## src/hw/rtca_pkg.sv

```systemverilog
// rtca_pkg: register map, field layouts and codes of the rtc alarm and time value registers
package rtca_pkg;

  // ----------------------------------------------------------------------
  // register map (byte addresses on the axi4-lite bus)
  // ----------------------------------------------------------------------
  localparam int          ADDR_W         = 8;
  localparam logic [7:0]  OFF_ALARM_CFG  = 8'h00;
  localparam logic [7:0]  OFF_ALARM_WIN  = 8'h04;
  localparam logic [7:0]  OFF_YEAR       = 8'h08;
  localparam logic [7:0]  OFF_MONTH_DAY  = 8'h0C;
  localparam logic [7:0]  OFF_WDAY_HOUR  = 8'h10;
  localparam logic [7:0]  OFF_MIN_SEC    = 8'h14;
  localparam logic [7:0]  OFF_TIME_CTRL  = 8'h18;

  // ----------------------------------------------------------------------
  // reset values and constants
  // ----------------------------------------------------------------------
  localparam logic [15:0] ALARM_CFG_RESET = 16'h0000;
  localparam logic [15:0] VALUE_RESET     = 16'h0000;
  localparam logic [7:0]  REPEAT_WRAP     = 8'hFF;
  localparam logic [7:0]  REPEAT_LAST     = 8'h00;
  localparam logic [1:0]  PTR_MIN_SEC     = 2'h0;
  localparam logic [1:0]  PTR_WDAY_HOUR   = 2'h1;
  localparam logic [1:0]  PTR_MONTH_DAY   = 2'h2;
  localparam int          UNLOCK_BIT      = 0;
  localparam logic [1:0]  RESP_OKAY       = 2'h0;
  localparam logic [1:0]  RESP_SLVERR     = 2'h2;

  // implemented bits of each bcd value register; all others read as zero
  localparam logic [15:0] YEAR_MASK       = 16'h00FF;
  localparam logic [15:0] MONTH_DAY_MASK  = 16'h1F3F;
  localparam logic [15:0] WDAY_HOUR_MASK  = 16'h073F;
  localparam logic [15:0] MIN_SEC_MASK    = 16'h7F7F;

  // alarm interval select codes
  localparam logic [3:0]  IVL_HALF_SEC    = 4'h0;
  localparam logic [3:0]  IVL_SECOND      = 4'h1;
  localparam logic [3:0]  IVL_TEN_SEC     = 4'h2;
  localparam logic [3:0]  IVL_MINUTE      = 4'h3;
  localparam logic [3:0]  IVL_TEN_MIN     = 4'h4;
  localparam logic [3:0]  IVL_HOUR        = 4'h5;
  localparam logic [3:0]  IVL_DAY         = 4'h6;
  localparam logic [3:0]  IVL_WEEK        = 4'h7;
  localparam logic [3:0]  IVL_MONTH       = 4'h8;
  localparam logic [3:0]  IVL_YEAR        = 4'h9;

  // alarm configuration register layout, bit 15 down to bit 0
  typedef struct packed {
    logic       arm;
    logic       chime;
    logic [3:0] interval_sel;
    logic [1:0] window_ptr;
    logic [7:0] repeat_count;
  } rtca_alarm_cfg_t;

endpackage : rtca_pkg

```

## src/hw/rtca_alarm_regs.sv

```systemverilog
// rtca_alarm_regs: alarm configuration, alarm window and bcd time value registers
//
// Behaviour
// setting arm enables alarm; cleared after event with count zero and no chime
// with chime set, repeat count wraps from zero to all ones on event
// with chime clear, repeat count stays at zero once there
// four-bit interval code selects half second up to yearly alarm period
// yearly alarm on february 29 fires only when that date occurs
// software never writes reserved interval codes 101x or 11xx
// window pointer selects min/sec, weekday/hour, month/day pair; 11 unimplemented
// access to upper byte of alarm window decrements pointer, stopping at 00
// repeat count tells how many further alarms follow the current one
// repeat count decrements by one on every alarm event while it is nonzero
// year holds two bcd digits in low byte; upper byte reads zero
// year writes accepted only while time write unlock is set
// month tens at bit 12, ones at 11-8; month byte read-only
// day tens at bits 5-4, ones at 3-0; bits 7-6, 15-13 zero
// weekday digit in bits 10-8; other upper bits read zero
// hour tens at bits 5-4, ones at 3-0; bits 7-6 read zero
// weekday/hour and month/day writes accepted only while unlock is set
// minutes tens at bits 14-12, ones at 11-8; bit 15 zero
// seconds tens at bits 6-4, ones at 3-0; bit 7 zero
// alarm month/day uses same layout with month byte writable
// unlock set permits time value writes; clear blocks them
// any read of alarm window also decrements the pointer
// interval code decides which alarm digits must equal the time
// every alarm event raises the interrupt output
// alarm configuration resets to zero on power-on reset
module rtca_alarm_regs (
  // clock and reset
  input  wire logic                      aclk,
  input  wire logic                      aresetn,
  // axi4-lite write address and data
  input  wire logic [rtca_pkg::ADDR_W-1:0] awaddr,
  input  wire logic [2:0]                awprot,
  input  wire logic                      awvalid,
  output logic                           awready,
  input  wire logic [31:0]               wdata,
  input  wire logic [3:0]                wstrb,
  input  wire logic                      wvalid,
  output logic                           wready,
  // axi4-lite write response
  output logic [1:0]                     bresp,
  output logic                           bvalid,
  input  wire logic                      bready,
  // axi4-lite read
  input  wire logic [rtca_pkg::ADDR_W-1:0] araddr,
  input  wire logic [2:0]                arprot,
  input  wire logic                      arvalid,
  output logic                           arready,
  output logic [31:0]                    rdata,
  output logic [1:0]                     rresp,
  output logic                           rvalid,
  input  wire logic                      rready,
  // half-second timebase from the time counter (same clock)
  input  wire logic                      half_sec_tick,
  input  wire logic                      second_half,
  // alarm outputs
  output logic                           alarm_event,
  output logic                           alarm_pulse
);

  // ----------------------------------------------------------------------
  // state
  // ----------------------------------------------------------------------
  rtca_pkg::rtca_alarm_cfg_t cfg;
  logic [15:0]               year_value;
  logic [15:0]               month_day_value;
  logic [15:0]               weekday_hour_value;
  logic [15:0]               minute_second_value;
  logic [15:0]               alarm_min_sec;
  logic [15:0]               alarm_wday_hour;
  logic [15:0]               alarm_month_day_value;
  logic                      time_write_unlock;
  logic                      aw_hold;
  logic                      w_hold;
  logic [rtca_pkg::ADDR_W-1:0] wr_addr;
  logic [31:0]               wr_data;
  logic [3:0]                wr_strb;
  logic                      do_write;
  logic                      rd_fire;
  logic                      wr_cfg;
  logic                      win_dec;
  logic                      hit;
  logic                      fire;
  logic [31:0]               next_rdata;
  logic [1:0]                next_rresp;
  logic [1:0]                next_bresp;

  // merge the two low byte lanes of a write into a 16-bit register
  function automatic logic [15:0] merge16(input logic [15:0] old_val,
                                          input logic [31:0] data,
                                          input logic [3:0]  strb);
    logic [15:0] res;
    res = old_val;
    if (strb[0]) begin
      res[7:0] = data[7:0];
    end
    if (strb[1]) begin
      res[15:8] = data[15:8];
    end
    return res;
  endfunction : merge16

  // ----------------------------------------------------------------------
  // axi4-lite write channel
  // ----------------------------------------------------------------------
  // address and data are taken in either order and held until both arrive
  assign awready  = !aw_hold && !bvalid;
  assign wready   = !w_hold && !bvalid;
  assign do_write = aw_hold && w_hold && !bvalid;

  // capture write address
  always_ff @(posedge aclk) begin
    if (!aresetn) begin
      aw_hold <= 1'b0;
      wr_addr <= '0;
    end else if (awvalid && awready) begin
      aw_hold <= 1'b1;
      wr_addr <= awaddr;
    end else if (do_write) begin
      aw_hold <= 1'b0;
    end
  end

  // capture write data
  always_ff @(posedge aclk) begin
    if (!aresetn) begin
      w_hold  <= 1'b0;
      wr_data <= '0;
      wr_strb <= '0;
    end else if (wvalid && wready) begin
      w_hold  <= 1'b1;
      wr_data <= wdata;
      wr_strb <= wstrb;
    end else if (do_write) begin
      w_hold <= 1'b0;
    end
  end

  // response decode; unmapped offsets answer slverr
  always_comb begin
    case (wr_addr)
      rtca_pkg::OFF_ALARM_CFG, rtca_pkg::OFF_ALARM_WIN, rtca_pkg::OFF_YEAR,
      rtca_pkg::OFF_MONTH_DAY, rtca_pkg::OFF_WDAY_HOUR, rtca_pkg::OFF_MIN_SEC,
      rtca_pkg::OFF_TIME_CTRL: next_bresp = rtca_pkg::RESP_OKAY;
      default:                 next_bresp = rtca_pkg::RESP_SLVERR;
    endcase
  end

  // write response held until bready
  always_ff @(posedge aclk) begin
    if (!aresetn) begin
      bvalid <= 1'b0;
      bresp  <= rtca_pkg::RESP_OKAY;
    end else if (do_write) begin
      bvalid <= 1'b1;
      bresp  <= next_bresp;
    end else if (bready) begin
      bvalid <= 1'b0;
    end
  end

  // ----------------------------------------------------------------------
  // axi4-lite read channel
  // ----------------------------------------------------------------------
  assign arready = !rvalid;
  assign rd_fire = arvalid && arready;

  // read mux; the alarm window shows the pair the pointer selects
  always_comb begin
    next_rdata = 32'h0000_0000;
    next_rresp = rtca_pkg::RESP_OKAY;
    case (araddr)
      rtca_pkg::OFF_ALARM_CFG: next_rdata[15:0] = cfg;
      rtca_pkg::OFF_ALARM_WIN: begin
        case (cfg.window_ptr)
          rtca_pkg::PTR_MIN_SEC:   next_rdata[15:0] = alarm_min_sec;
          rtca_pkg::PTR_WDAY_HOUR: next_rdata[15:0] = alarm_wday_hour;
          rtca_pkg::PTR_MONTH_DAY: next_rdata[15:0] = alarm_month_day_value;
          default:                 next_rdata[15:0] = 16'h0000;
        endcase
      end
      rtca_pkg::OFF_YEAR:      next_rdata[15:0] = year_value;
      rtca_pkg::OFF_MONTH_DAY: next_rdata[15:0] = month_day_value;
      rtca_pkg::OFF_WDAY_HOUR: next_rdata[15:0] = weekday_hour_value;
      rtca_pkg::OFF_MIN_SEC:   next_rdata[15:0] = minute_second_value;
      rtca_pkg::OFF_TIME_CTRL: next_rdata[rtca_pkg::UNLOCK_BIT] = time_write_unlock;
      default:                 next_rresp = rtca_pkg::RESP_SLVERR;
    endcase
  end

  // read data registered, held until rready
  always_ff @(posedge aclk) begin
    if (!aresetn) begin
      rvalid <= 1'b0;
      rdata  <= 32'h0000_0000;
      rresp  <= rtca_pkg::RESP_OKAY;
    end else if (rd_fire) begin
      rvalid <= 1'b1;
      rdata  <= next_rdata;
      rresp  <= next_rresp;
    end else if (rready) begin
      rvalid <= 1'b0;
    end
  end

  // ----------------------------------------------------------------------
  // alarm configuration
  // ----------------------------------------------------------------------
  assign wr_cfg  = do_write && (wr_addr == rtca_pkg::OFF_ALARM_CFG);
  // the core cannot tell byte reads from word reads, so any read counts
  assign win_dec = (rd_fire && (araddr == rtca_pkg::OFF_ALARM_WIN))
                || (do_write && (wr_addr == rtca_pkg::OFF_ALARM_WIN) && wr_strb[1]);

  // a software write wins over the same-cycle event and pointer step
  always_ff @(posedge aclk) begin
    if (!aresetn) begin
      cfg <= rtca_pkg::ALARM_CFG_RESET;
    end else begin
      if (fire) begin
        if (cfg.repeat_count != rtca_pkg::REPEAT_LAST) begin
          cfg.repeat_count <= cfg.repeat_count - 8'h01;  // see R10
        end else if (cfg.chime) begin
          cfg.repeat_count <= rtca_pkg::REPEAT_WRAP;
        end else begin
          cfg.arm <= 1'b0;  // see R1
        end
      end
      if (win_dec && (cfg.window_ptr != rtca_pkg::PTR_MIN_SEC)) begin
        cfg.window_ptr <= cfg.window_ptr - 2'h1;
      end
      if (wr_cfg) begin
        cfg <= merge16(cfg, wr_data, wr_strb);
      end
    end
  end

  // ----------------------------------------------------------------------
  // alarm value registers behind the window
  // ----------------------------------------------------------------------
  // pointer 11 is unimplemented: writes there land nowhere
  always_ff @(posedge aclk) begin
    if (!aresetn) begin
      alarm_min_sec         <= rtca_pkg::VALUE_RESET;
      alarm_wday_hour       <= rtca_pkg::VALUE_RESET;
      alarm_month_day_value <= rtca_pkg::VALUE_RESET;
    end else if (do_write && (wr_addr == rtca_pkg::OFF_ALARM_WIN)) begin
      case (cfg.window_ptr)
        rtca_pkg::PTR_MIN_SEC:
          alarm_min_sec <= merge16(alarm_min_sec, wr_data, wr_strb)
                           & rtca_pkg::MIN_SEC_MASK;
        rtca_pkg::PTR_WDAY_HOUR:
          alarm_wday_hour <= merge16(alarm_wday_hour, wr_data, wr_strb)
                             & rtca_pkg::WDAY_HOUR_MASK;
        rtca_pkg::PTR_MONTH_DAY:
          alarm_month_day_value <= merge16(alarm_month_day_value, wr_data, wr_strb)
                                   & rtca_pkg::MONTH_DAY_MASK;
        default: ;
      endcase
    end
  end

  // ----------------------------------------------------------------------
  // time value registers, guarded by the write unlock
  // ----------------------------------------------------------------------
  // unlock control: keep it clear otherwise to stop stray time writes
  always_ff @(posedge aclk) begin
    if (!aresetn) begin
      time_write_unlock <= 1'b0;
    end else if (do_write && (wr_addr == rtca_pkg::OFF_TIME_CTRL) && wr_strb[0]) begin
      time_write_unlock <= wr_data[rtca_pkg::UNLOCK_BIT];
    end
  end

  // masks keep unimplemented bits at zero so they read back as zero
  always_ff @(posedge aclk) begin
    if (!aresetn) begin
      year_value          <= rtca_pkg::VALUE_RESET;
      month_day_value     <= rtca_pkg::VALUE_RESET;
      weekday_hour_value  <= rtca_pkg::VALUE_RESET;
      minute_second_value <= rtca_pkg::VALUE_RESET;
    end else if (do_write && time_write_unlock) begin  // see R21 see R12
      case (wr_addr)
        rtca_pkg::OFF_YEAR:
          year_value <= merge16(year_value, wr_data, wr_strb) & rtca_pkg::YEAR_MASK;
        rtca_pkg::OFF_MONTH_DAY:  // month byte read-only, see R13
          month_day_value <= merge16(month_day_value, wr_data, {wr_strb[3:1] & 3'h0,
                             wr_strb[0]}) & rtca_pkg::MONTH_DAY_MASK;
        rtca_pkg::OFF_WDAY_HOUR:  // see R15
          weekday_hour_value <= merge16(weekday_hour_value, wr_data, wr_strb)
                                & rtca_pkg::WDAY_HOUR_MASK;
        rtca_pkg::OFF_MIN_SEC:  // see R18
          minute_second_value <= merge16(minute_second_value, wr_data, wr_strb)
                                 & rtca_pkg::MIN_SEC_MASK;
        default: ;
      endcase
    end
  end

  // ----------------------------------------------------------------------
  // alarm match
  // ----------------------------------------------------------------------
  // a whole second begins at the tick that enters the first half
  logic full_sec;
  logic m_sec1;
  logic m_sec;
  logic m_min1;
  logic m_min;
  logic m_hour;
  logic m_wday;
  logic m_day;
  logic m_month;

  assign full_sec = half_sec_tick && !second_half;
  assign m_sec1   = minute_second_value[3:0]   == alarm_min_sec[3:0];
  assign m_sec    = m_sec1 && (minute_second_value[6:4] == alarm_min_sec[6:4]);
  assign m_min1   = m_sec && (minute_second_value[11:8] == alarm_min_sec[11:8]);
  assign m_min    = m_min1 && (minute_second_value[14:12] == alarm_min_sec[14:12]);
  assign m_hour   = m_min && (weekday_hour_value[5:0] == alarm_wday_hour[5:0]);
  assign m_wday   = m_hour && (weekday_hour_value[10:8] == alarm_wday_hour[10:8]);
  assign m_day    = m_hour && (month_day_value[5:0] == alarm_month_day_value[5:0]);
  // feb 29 only matches in a year that has it, so yearly fires every 4th year
  assign m_month  = m_day && (month_day_value[12:8] == alarm_month_day_value[12:8]);

  // interval code picks which digits must agree
  always_comb begin
    case (cfg.interval_sel)
      rtca_pkg::IVL_HALF_SEC: hit = half_sec_tick;
      rtca_pkg::IVL_SECOND:   hit = full_sec;
      rtca_pkg::IVL_TEN_SEC:  hit = full_sec && m_sec1;
      rtca_pkg::IVL_MINUTE:   hit = full_sec && m_sec;
      rtca_pkg::IVL_TEN_MIN:  hit = full_sec && m_min1;
      rtca_pkg::IVL_HOUR:     hit = full_sec && m_min;
      rtca_pkg::IVL_DAY:      hit = full_sec && m_hour;
      rtca_pkg::IVL_WEEK:     hit = full_sec && m_wday;
      rtca_pkg::IVL_MONTH:    hit = full_sec && m_day;
      rtca_pkg::IVL_YEAR:     hit = full_sec && m_month;
      default:                hit = 1'b0;  // reserved codes never fire
    endcase
  end

  assign fire = cfg.arm && hit;

  // event pulse for the interrupt and a toggle at half the alarm rate
  always_ff @(posedge aclk) begin
    if (!aresetn) begin
      alarm_event <= 1'b0;
      alarm_pulse <= 1'b0;
    end else begin
      alarm_event <= fire;
      if (fire) begin
        alarm_pulse <= !alarm_pulse;
      end
    end
  end
endmodule : rtca_alarm_regs

```

## config.mk

```make
export PLATFORM = sky130hd
export DESIGN_NAME = rtca_alarm_regs
export DESIGN_NICKNAME = d
export VERILOG_FILES = /design/src/hw/rtca_pkg.sv /design/src/hw/rtca_alarm_regs.sv
export SDC_FILE = /design/constraint.sdc
export NUM_CORES = 1
export LEC_CHECK = 0
export BUFFER_PORTS_ARGS = -buffer_cell sky130_fd_sc_hd__buf_2
export CAP_MARGIN = 0
export CORE_AREA = 2 2 163 149
export CTS_CLUSTER_DIAMETER = 50
export DETAILED_ROUTE_END_ITERATION = 12
export DIE_AREA = 0 0 165 151
export SYNTH_ARGS = -nofsm -noshare
export SYNTH_HDL_FRONTEND = slang
export SYNTH_SLANG_ARGS = --single-unit
```

## constraint.sdc

```tcl
create_clock -name aclk -period 3.1 [get_ports aclk]
set_input_delay 0.62 -clock aclk [delete_from_list [all_inputs] [get_ports aclk]]
set_output_delay 0.62 -clock aclk [all_outputs]
set_load 0.03 [all_outputs]
```

# [Yosys cells after proc, flatten, opt, wreduce, memory -nomap -nowiden]
# Index checks and enable logic that the tools add are counted.
[classes] n_addsub=2 eq_ne=34 muxes=23 reduce_logical=71
[op_table] operator="$pmux W15 S6" n=1
[op_table] operator="$eq A8 B5 Y1 const B" n=6
[op_table] operator="$pmux W15 S3" n=1
[op_table] operator="$mux W8" n=5
[op_table] operator="$reduce_and A3 Y1" n=13
[op_table] operator="$eq A8 B4 Y1 const B" n=4
[op_table] operator="$logic_and A1 B1 Y1" n=32
[op_table] operator="$eq A4 B3 Y1 const B" n=4
[op_table] operator="$eq A8 B3 Y1 const B" n=2
[op_table] operator="$logic_not A8 Y1" n=2
[op_table] operator="$mux W16" n=1
[op_table] operator="$reduce_bool A2 Y1" n=7
[op_table] operator="$reduce_or A7 Y1" n=2
[op_table] operator="$eq A6 B6 Y1" n=2
[op_table] operator="$mux W1" n=10
[op_table] operator="$pmux W1 S10" n=1
[op_table] operator="$eq A3 B3 Y1" n=3
[op_table] operator="$eq A4 B2 Y1 const B" n=2
[op_table] operator="$eq A4 B4 Y1" n=2
[op_table] operator="$eq A4 B4 Y1 const B" n=2
[op_table] operator="$reduce_bool A8 Y1" n=1
[op_table] operator="$sub A8 B1 Y8 const B" n=1
[op_table] operator="$pmux W1 S7" n=1
[op_table] operator="$logic_not A1 Y1" n=6
[op_table] operator="other kinds (14)" n=19
[word_totals] reg_bits=140 input_bits=67 output_inout_bits=43 elab_cells=160

# [Longest topological paths before layout]
[logic_depth] word_depth=12 depth_mapped=8

# [Least setup slack after synthesis]
# Ideal clock, no wire load.
[synth_path] path_type="in2reg" startpoint="input port araddr[7] (netlist bit)" endpoint="register cfg[9] (netlist bit)" arrival_time_ps=2119 required_time_ps=2985 path_slack_ps=866 cell_stages=7 n_path_buf=0 path_cell_list="nor3_1 > nand2_1 > nor4b_2 > a21oi_1 > or3_4 > and3_1 > o21a_1"
[synth_between] elab_chain_len=6
[synth_lines] item="start: declaration" line="rtca_alarm_regs.sv:47" source="input wire logic [rtca_pkg::ADDR_W-1:0] araddr,"
[synth_lines] item="$eq A8 B3 Y1" line="rtca_alarm_regs.sv:213" source="assign win_dec = (rd_fire && (araddr == rtca_pkg::OFF_ALARM_WIN))"
[synth_lines] item="$logic_and A1 B1 Y1" line="rtca_alarm_regs.sv:213"
[synth_lines] item="$logic_or A1 B1 Y1" line="rtca_alarm_regs.sv:214" source="|| (do_write && (wr_addr == rtca_pkg::OFF_ALARM_WIN) && wr_strb[1]);"
[synth_lines] item="$logic_and A1 B1 Y1" line="rtca_alarm_regs.sv:230" source="if (win_dec && (cfg.window_ptr != rtca_pkg::PTR_MIN_SEC)) begin"
[synth_lines] item="$reduce_bool A2 Y1 (no line)"
[synth_lines] item="$reduce_and A2 Y1 (no line)"
[synth_lines] item="end signal: assignment" line="rtca_alarm_regs.sv:219" source="cfg <= rtca_pkg::ALARM_CFG_RESET;"
[synth_lines] item="end signal: assignment" line="rtca_alarm_regs.sv:234" source="cfg <= merge16(cfg, wr_data, wr_strb);"
[synth_lines] item="end: declaration" line="rtca_alarm_regs.sv:66" source="rtca_pkg::rtca_alarm_cfg_t cfg;"
# Every way passes these cells.
# A chain may end at the register's enable or synchronous reset.

# [Worst setup path after layout]
[layout_path] startpoint="register minute_second_value[14]" endpoint="register alarm_pulse"
[layout_between] elab_chain_len=8 word_cells_on_any_way=13 classes_between="eq/ne (1); mux (1); reduce/logical (11)"
[layout_lines] item="start: declaration" line="rtca_alarm_regs.sv:70" source="logic [15:0] minute_second_value;"
[layout_lines] item="start signal: assignment" line="rtca_alarm_regs.sv:282" source="minute_second_value <= rtca_pkg::VALUE_RESET;"
[layout_lines] item="start signal: assignment" line="rtca_alarm_regs.sv:294" source="minute_second_value <= merge16(minute_second_value, wr_data, wr_strb)"
[layout_lines] item="$eq A3 B3 Y1 (*)" line="rtca_alarm_regs.sv:319" source="assign m_min = m_min1 && (minute_second_value[14:12] == alarm_min_sec[14:12]);"
[layout_lines] item="$logic_and A1 B1 Y1 (*)" line="rtca_alarm_regs.sv:319"
[layout_lines] item="$logic_and A1 B1 Y1" line="rtca_alarm_regs.sv:320" source="assign m_hour = m_min && (weekday_hour_value[5:0] == alarm_wday_hour[5:0]);"
[layout_lines] item="$logic_and A1 B1 Y1" line="rtca_alarm_regs.sv:322" source="assign m_day = m_hour && (month_day_value[5:0] == alarm_month_day_value[5:0]);"
[layout_lines] item="$logic_and A1 B1 Y1" line="rtca_alarm_regs.sv:324" source="assign m_month = m_day && (month_day_value[12:8] == alarm_month_day_value[12:8]);"
[layout_lines] item="$logic_and A1 B1 Y1" line="rtca_alarm_regs.sv:338" source="rtca_pkg::IVL_YEAR: hit = full_sec && m_month;"
[layout_lines] item="$pmux W1 S10 (*)" line="rtca_alarm_regs.sv:328" source="case (cfg.interval_sel)"
[layout_lines] item="$logic_and A1 B1 Y1 (*)" line="rtca_alarm_regs.sv:343" source="assign fire = cfg.arm && hit;"
[layout_lines] item="end signal: assignment" line="rtca_alarm_regs.sv:353" source="alarm_pulse <= !alarm_pulse;"
[layout_lines] item="end: declaration" line="rtca_alarm_regs.sv:60" source="output logic alarm_pulse"
# Every way passes the cells marked *; elsewhere a longest branch is shown, timed or not.

==> reports/metrics.yaml <==
global_routing:
  grt_max_degree: 148
  antenna_found_initial: 0
  gr-total-overflow: 0
  grt.total_usage: 0.157
  first_global_vias: 5199
  grt_pass1_wl_mm: 29.7
cells_and_area:
  finalNonFillerCells: 1148
  antenna-diode-count: 0
  final_area_um2: 8070
  fill_cells: 2368
  fin_nets: 906
  layout-drive-gt1-share: 0.151
  multi_input_area_um2: 3830
  area_delta_synth_final_pct: 17.5
  seq_area_um2: 2760
yosys:
  synthAdderAreaFrac: 0.0109
  yosys.area.top_type: "dfxtp_1"
  synth_ff_type: "dfxtp_1"
  synth_top_cell_area_share: 0.402
  yosys-top-cells-area: "dfxtp_1 (40%), mux2i_1 (8.6%), nand2_1 (7.9%)"
  synth_commonest_cells: "nand2_1 (145), dfxtp_1 (138), a21boi_0 (64)"
  netlist_area_um2: 6870
  synth_top_family_by_area: "simple AND/OR/NAND/NOR gates"
  ys_ff_latch: 138
  seq_area_frac_synth: 0.402
  synth_warnings: 0
  synth_compound_area_frac: 0.178
  synthSimpleGateAreaFrac: 0.221
  async_flop_share: 0
  synth.avg_cell_area_um2: 8.79
  synth_cell_types: 60
  yosysMostFrequentCell: "nand2_1"
  synth_edf_count: 0
  muxShareOfSynthArea: 0.0941
  synth-xor-area-share: 0.0433
  synth_cells: 782
clock_network:
  cts_tree: "yes"
  ctsRootBufferMaster: "clkbuf_16"
  cts_buffers: 17
  path_clk_slew_ps: 60
  worstSkewPairLatency_ps: 420
  htreeDepth: 4
  hold_buffers: 0
  cts.sinks: 138
  cts_setup_buffers: 0
  post_cts_resized: 0
  ctsLongestPathBuffers: 2
timing:
  finClkSkew_ps: 8.75
  report.final.slew_viol_count: 0
  worst_pin_slew_ps: 965
  hold_viol_final: 0
  hold_slack_ps: 447
  timing.final.crit_period_ps: 2340
  fmax_ghz: 0.428
  fin_setup_tns_ps: 0
  rsz0062_at_grt: "false"
  relSlewSlack: 0.357
  setup_viol: 0
  post-route-period-util: 0.753
routing:
  dr.pass1.iters: 5
  routed_wl_mm: 19.0
  num_vias: 5692
  wl_per_cell_um: 16.6
  drtIter0Drc: 529
  drtAntennaViolNets: 0
  routed_via_density: 4.96
  drc_errors: 0
floorplanning:
  io-pin-count: 110
  dieArea_um2: 24900
  dieHeight_um: 151
  rows: 53
  start_util: 0.297
  core_area_um2: 23100
  die_w_um: 165
critical_path:
  startpoint_type: "flip-flop"
  r2r_cells: 7
  worst-setup-path-type: "reg -> reg"
  crit_end: "alarm_pulse"
  cp-end-kind: "flip-flop"
  critPathMaxStageDelay_ps: 460
  startpoint: "minute_second_value[14]"
  reg2reg_from: "minute_second_value[14]"
  rrSetupSlack_ps: 760
  cp_max_fo: 4
  timing.rr.end: "alarm_pulse"
  cp_cell_sequence: "xnor2_1, nand3_1, o32a_1, a2111oi_2, a21oi_1, or3_1, a21boi_1"
  crit_arrival_ps: 2690
  worst_ep_required_time_ps: 3450
  crit_slowest_cell: "a2111oi_2"
power_and_ir_drop:
  p_per_area_nw_per_um2: 537
  power_switching_share: 0.239
  seqPwrFrac: 0.430
  power_frac_comb: 0.067
  ir_worst_vdd_mv: 0.377
  switching_power_w: 0.00103
  p_leak_nw: 3.06
  p_clk_frac: 0.502
  internal_power_w: 0.00330
placed_design:
  portBuffers: 67
  dp_hpwl_mm: 13.1
  place_inst: 1116
  place.gp.congestion: 0.833
  place_area_um2: 7440
outcome:
  status: "finished clean"
run:
  cap_violations: 0
worst_hold_path:
  hold_class: "in -> reg"
[worst min-delay path by stage]
stage,from,to,depth (start not counted)
floorplan,wr_data[15],wr_data[15],2
global placement,rdata[5],rdata[5],2
detailed placement,rdata[3],rdata[3],2
CTS,awaddr[6],wr_addr[6],3
global route,awaddr[6],wr_addr[6],3
finish,awaddr[6],wr_addr[6],3
[worst max-delay path, delay by kind of cell (launching register included)]
family	cells	cell delay (ps)
AOI/OAI and AO/OA	4	1210
and+or+nand+nor	2	530
DFF	1	380
xor gates and xnor gates	1	140
[cell type report]
| type | instances | share of cell area |
|---|---|---|
| inverter | 8 | 0.00372 |
| multi-input combinational | 588 | 0.474 |
| sequential | 138 | 0.342 |
| tap | 302 | 0.0468 |
| timing repair buffer | 80 | 0.0555 |
| clock buffer | 21 | 0.0570 |
| clock inverter | 11 | 0.0208 |
[registers in the layout (all words and copies together), names as in the netlist, 2 cells and up]
register               count
wr_data                   16
weekday_hour_value         9
year_value                 8
month_day_value            6
cfg                       16
alarm_wday_hour            9
minute_second_value       14
alarm_month_day_value     11
wr_addr                    8
rdata                     16
wr_strb                    2
alarm_min_sec             14
[power groups by stage]
stage	Combinational [W]	Sequential (W)	Clock, W
after floorplan	0.000212	0.00189	0
after global placement	0.000291	0.00190	0
after detailed placement	0.000292	0.00190	0
after CTS	0.000293	0.00186	0.00221
after global routing	0.000321	0.00187	0.00231
final	0.000292	0.00187	0.00218
[cells by family (layout without fill, tap and decap cells)]
family / Yosys count / in the layout
AO/OA/AOI/OAI: 168 / 168
XOR/XNOR: 34 / 34
AND/OR/NAND/NOR: 299 / 299
flip-flops: 138 / 138
other: 1 / 18
adder cells (fa/ha/maj): 6 / 6
buffers and inverters: 73 / 120
multiplexers: 63 / 63
[layout by cell type, fill, tap and decap left out, types with 3 or more instances in the layout]
| cell | instances |
|---|---|
| a21boi_0 | 64 |
| a21oi_1 | 18 |
| a222oi_1 | 11 |
| a22o_1 | 12 |
| a22oi_1 | 10 |
| a31oi_1 | 5 |
| and2_1 | 5 |
| and3_1 | 5 |
| buf_2 | 66 |
| buf_4 | 13 |
| bufinv_16 | 4 |
| clkbuf_16 | 17 |
| clkinv_2 | 3 |
| conb_1 | 18 |
| dfxtp_1 | 138 |
| ha_1 | 6 |
| inv_1 | 8 |
| mux2_2 | 3 |
| mux2i_1 | 59 |
| nand2_1 | 145 |
| nand2b_1 | 7 |
| nand3_1 | 27 |
| nor2_1 | 17 |
| nor2b_1 | 57 |
| nor3_1 | 9 |
| nor4_1 | 5 |
| nor4b_2 | 3 |
| o211ai_1 | 8 |
| o21ai_0 | 19 |
| o22ai_1 | 6 |
| xnor2_1 | 19 |
| xor2_1 | 15 |
[metrics by stage]
stage          power [W]  setup slack [ps]  utilization
4_1_cts          0.00437               772        0.349
6_report         0.00433               765        0.349
2_1_floorplan    0.00210               866            -
3_3_place_gp     0.00219               606        0.322
5_1_grt          0.00450               568        0.349
3_5_place_dp     0.00220               551        0.322
[routing by layer]
layer	up-vias	global-route usage	share of wire
li1	2802	-	-
met1	2699	0.225	0.51
met2	176	0.230	0.42
met3	15	0.0452	0.061
met4	0	0.0352	0.011
met5	-	0	0
(Power assumes the default switching activity.)
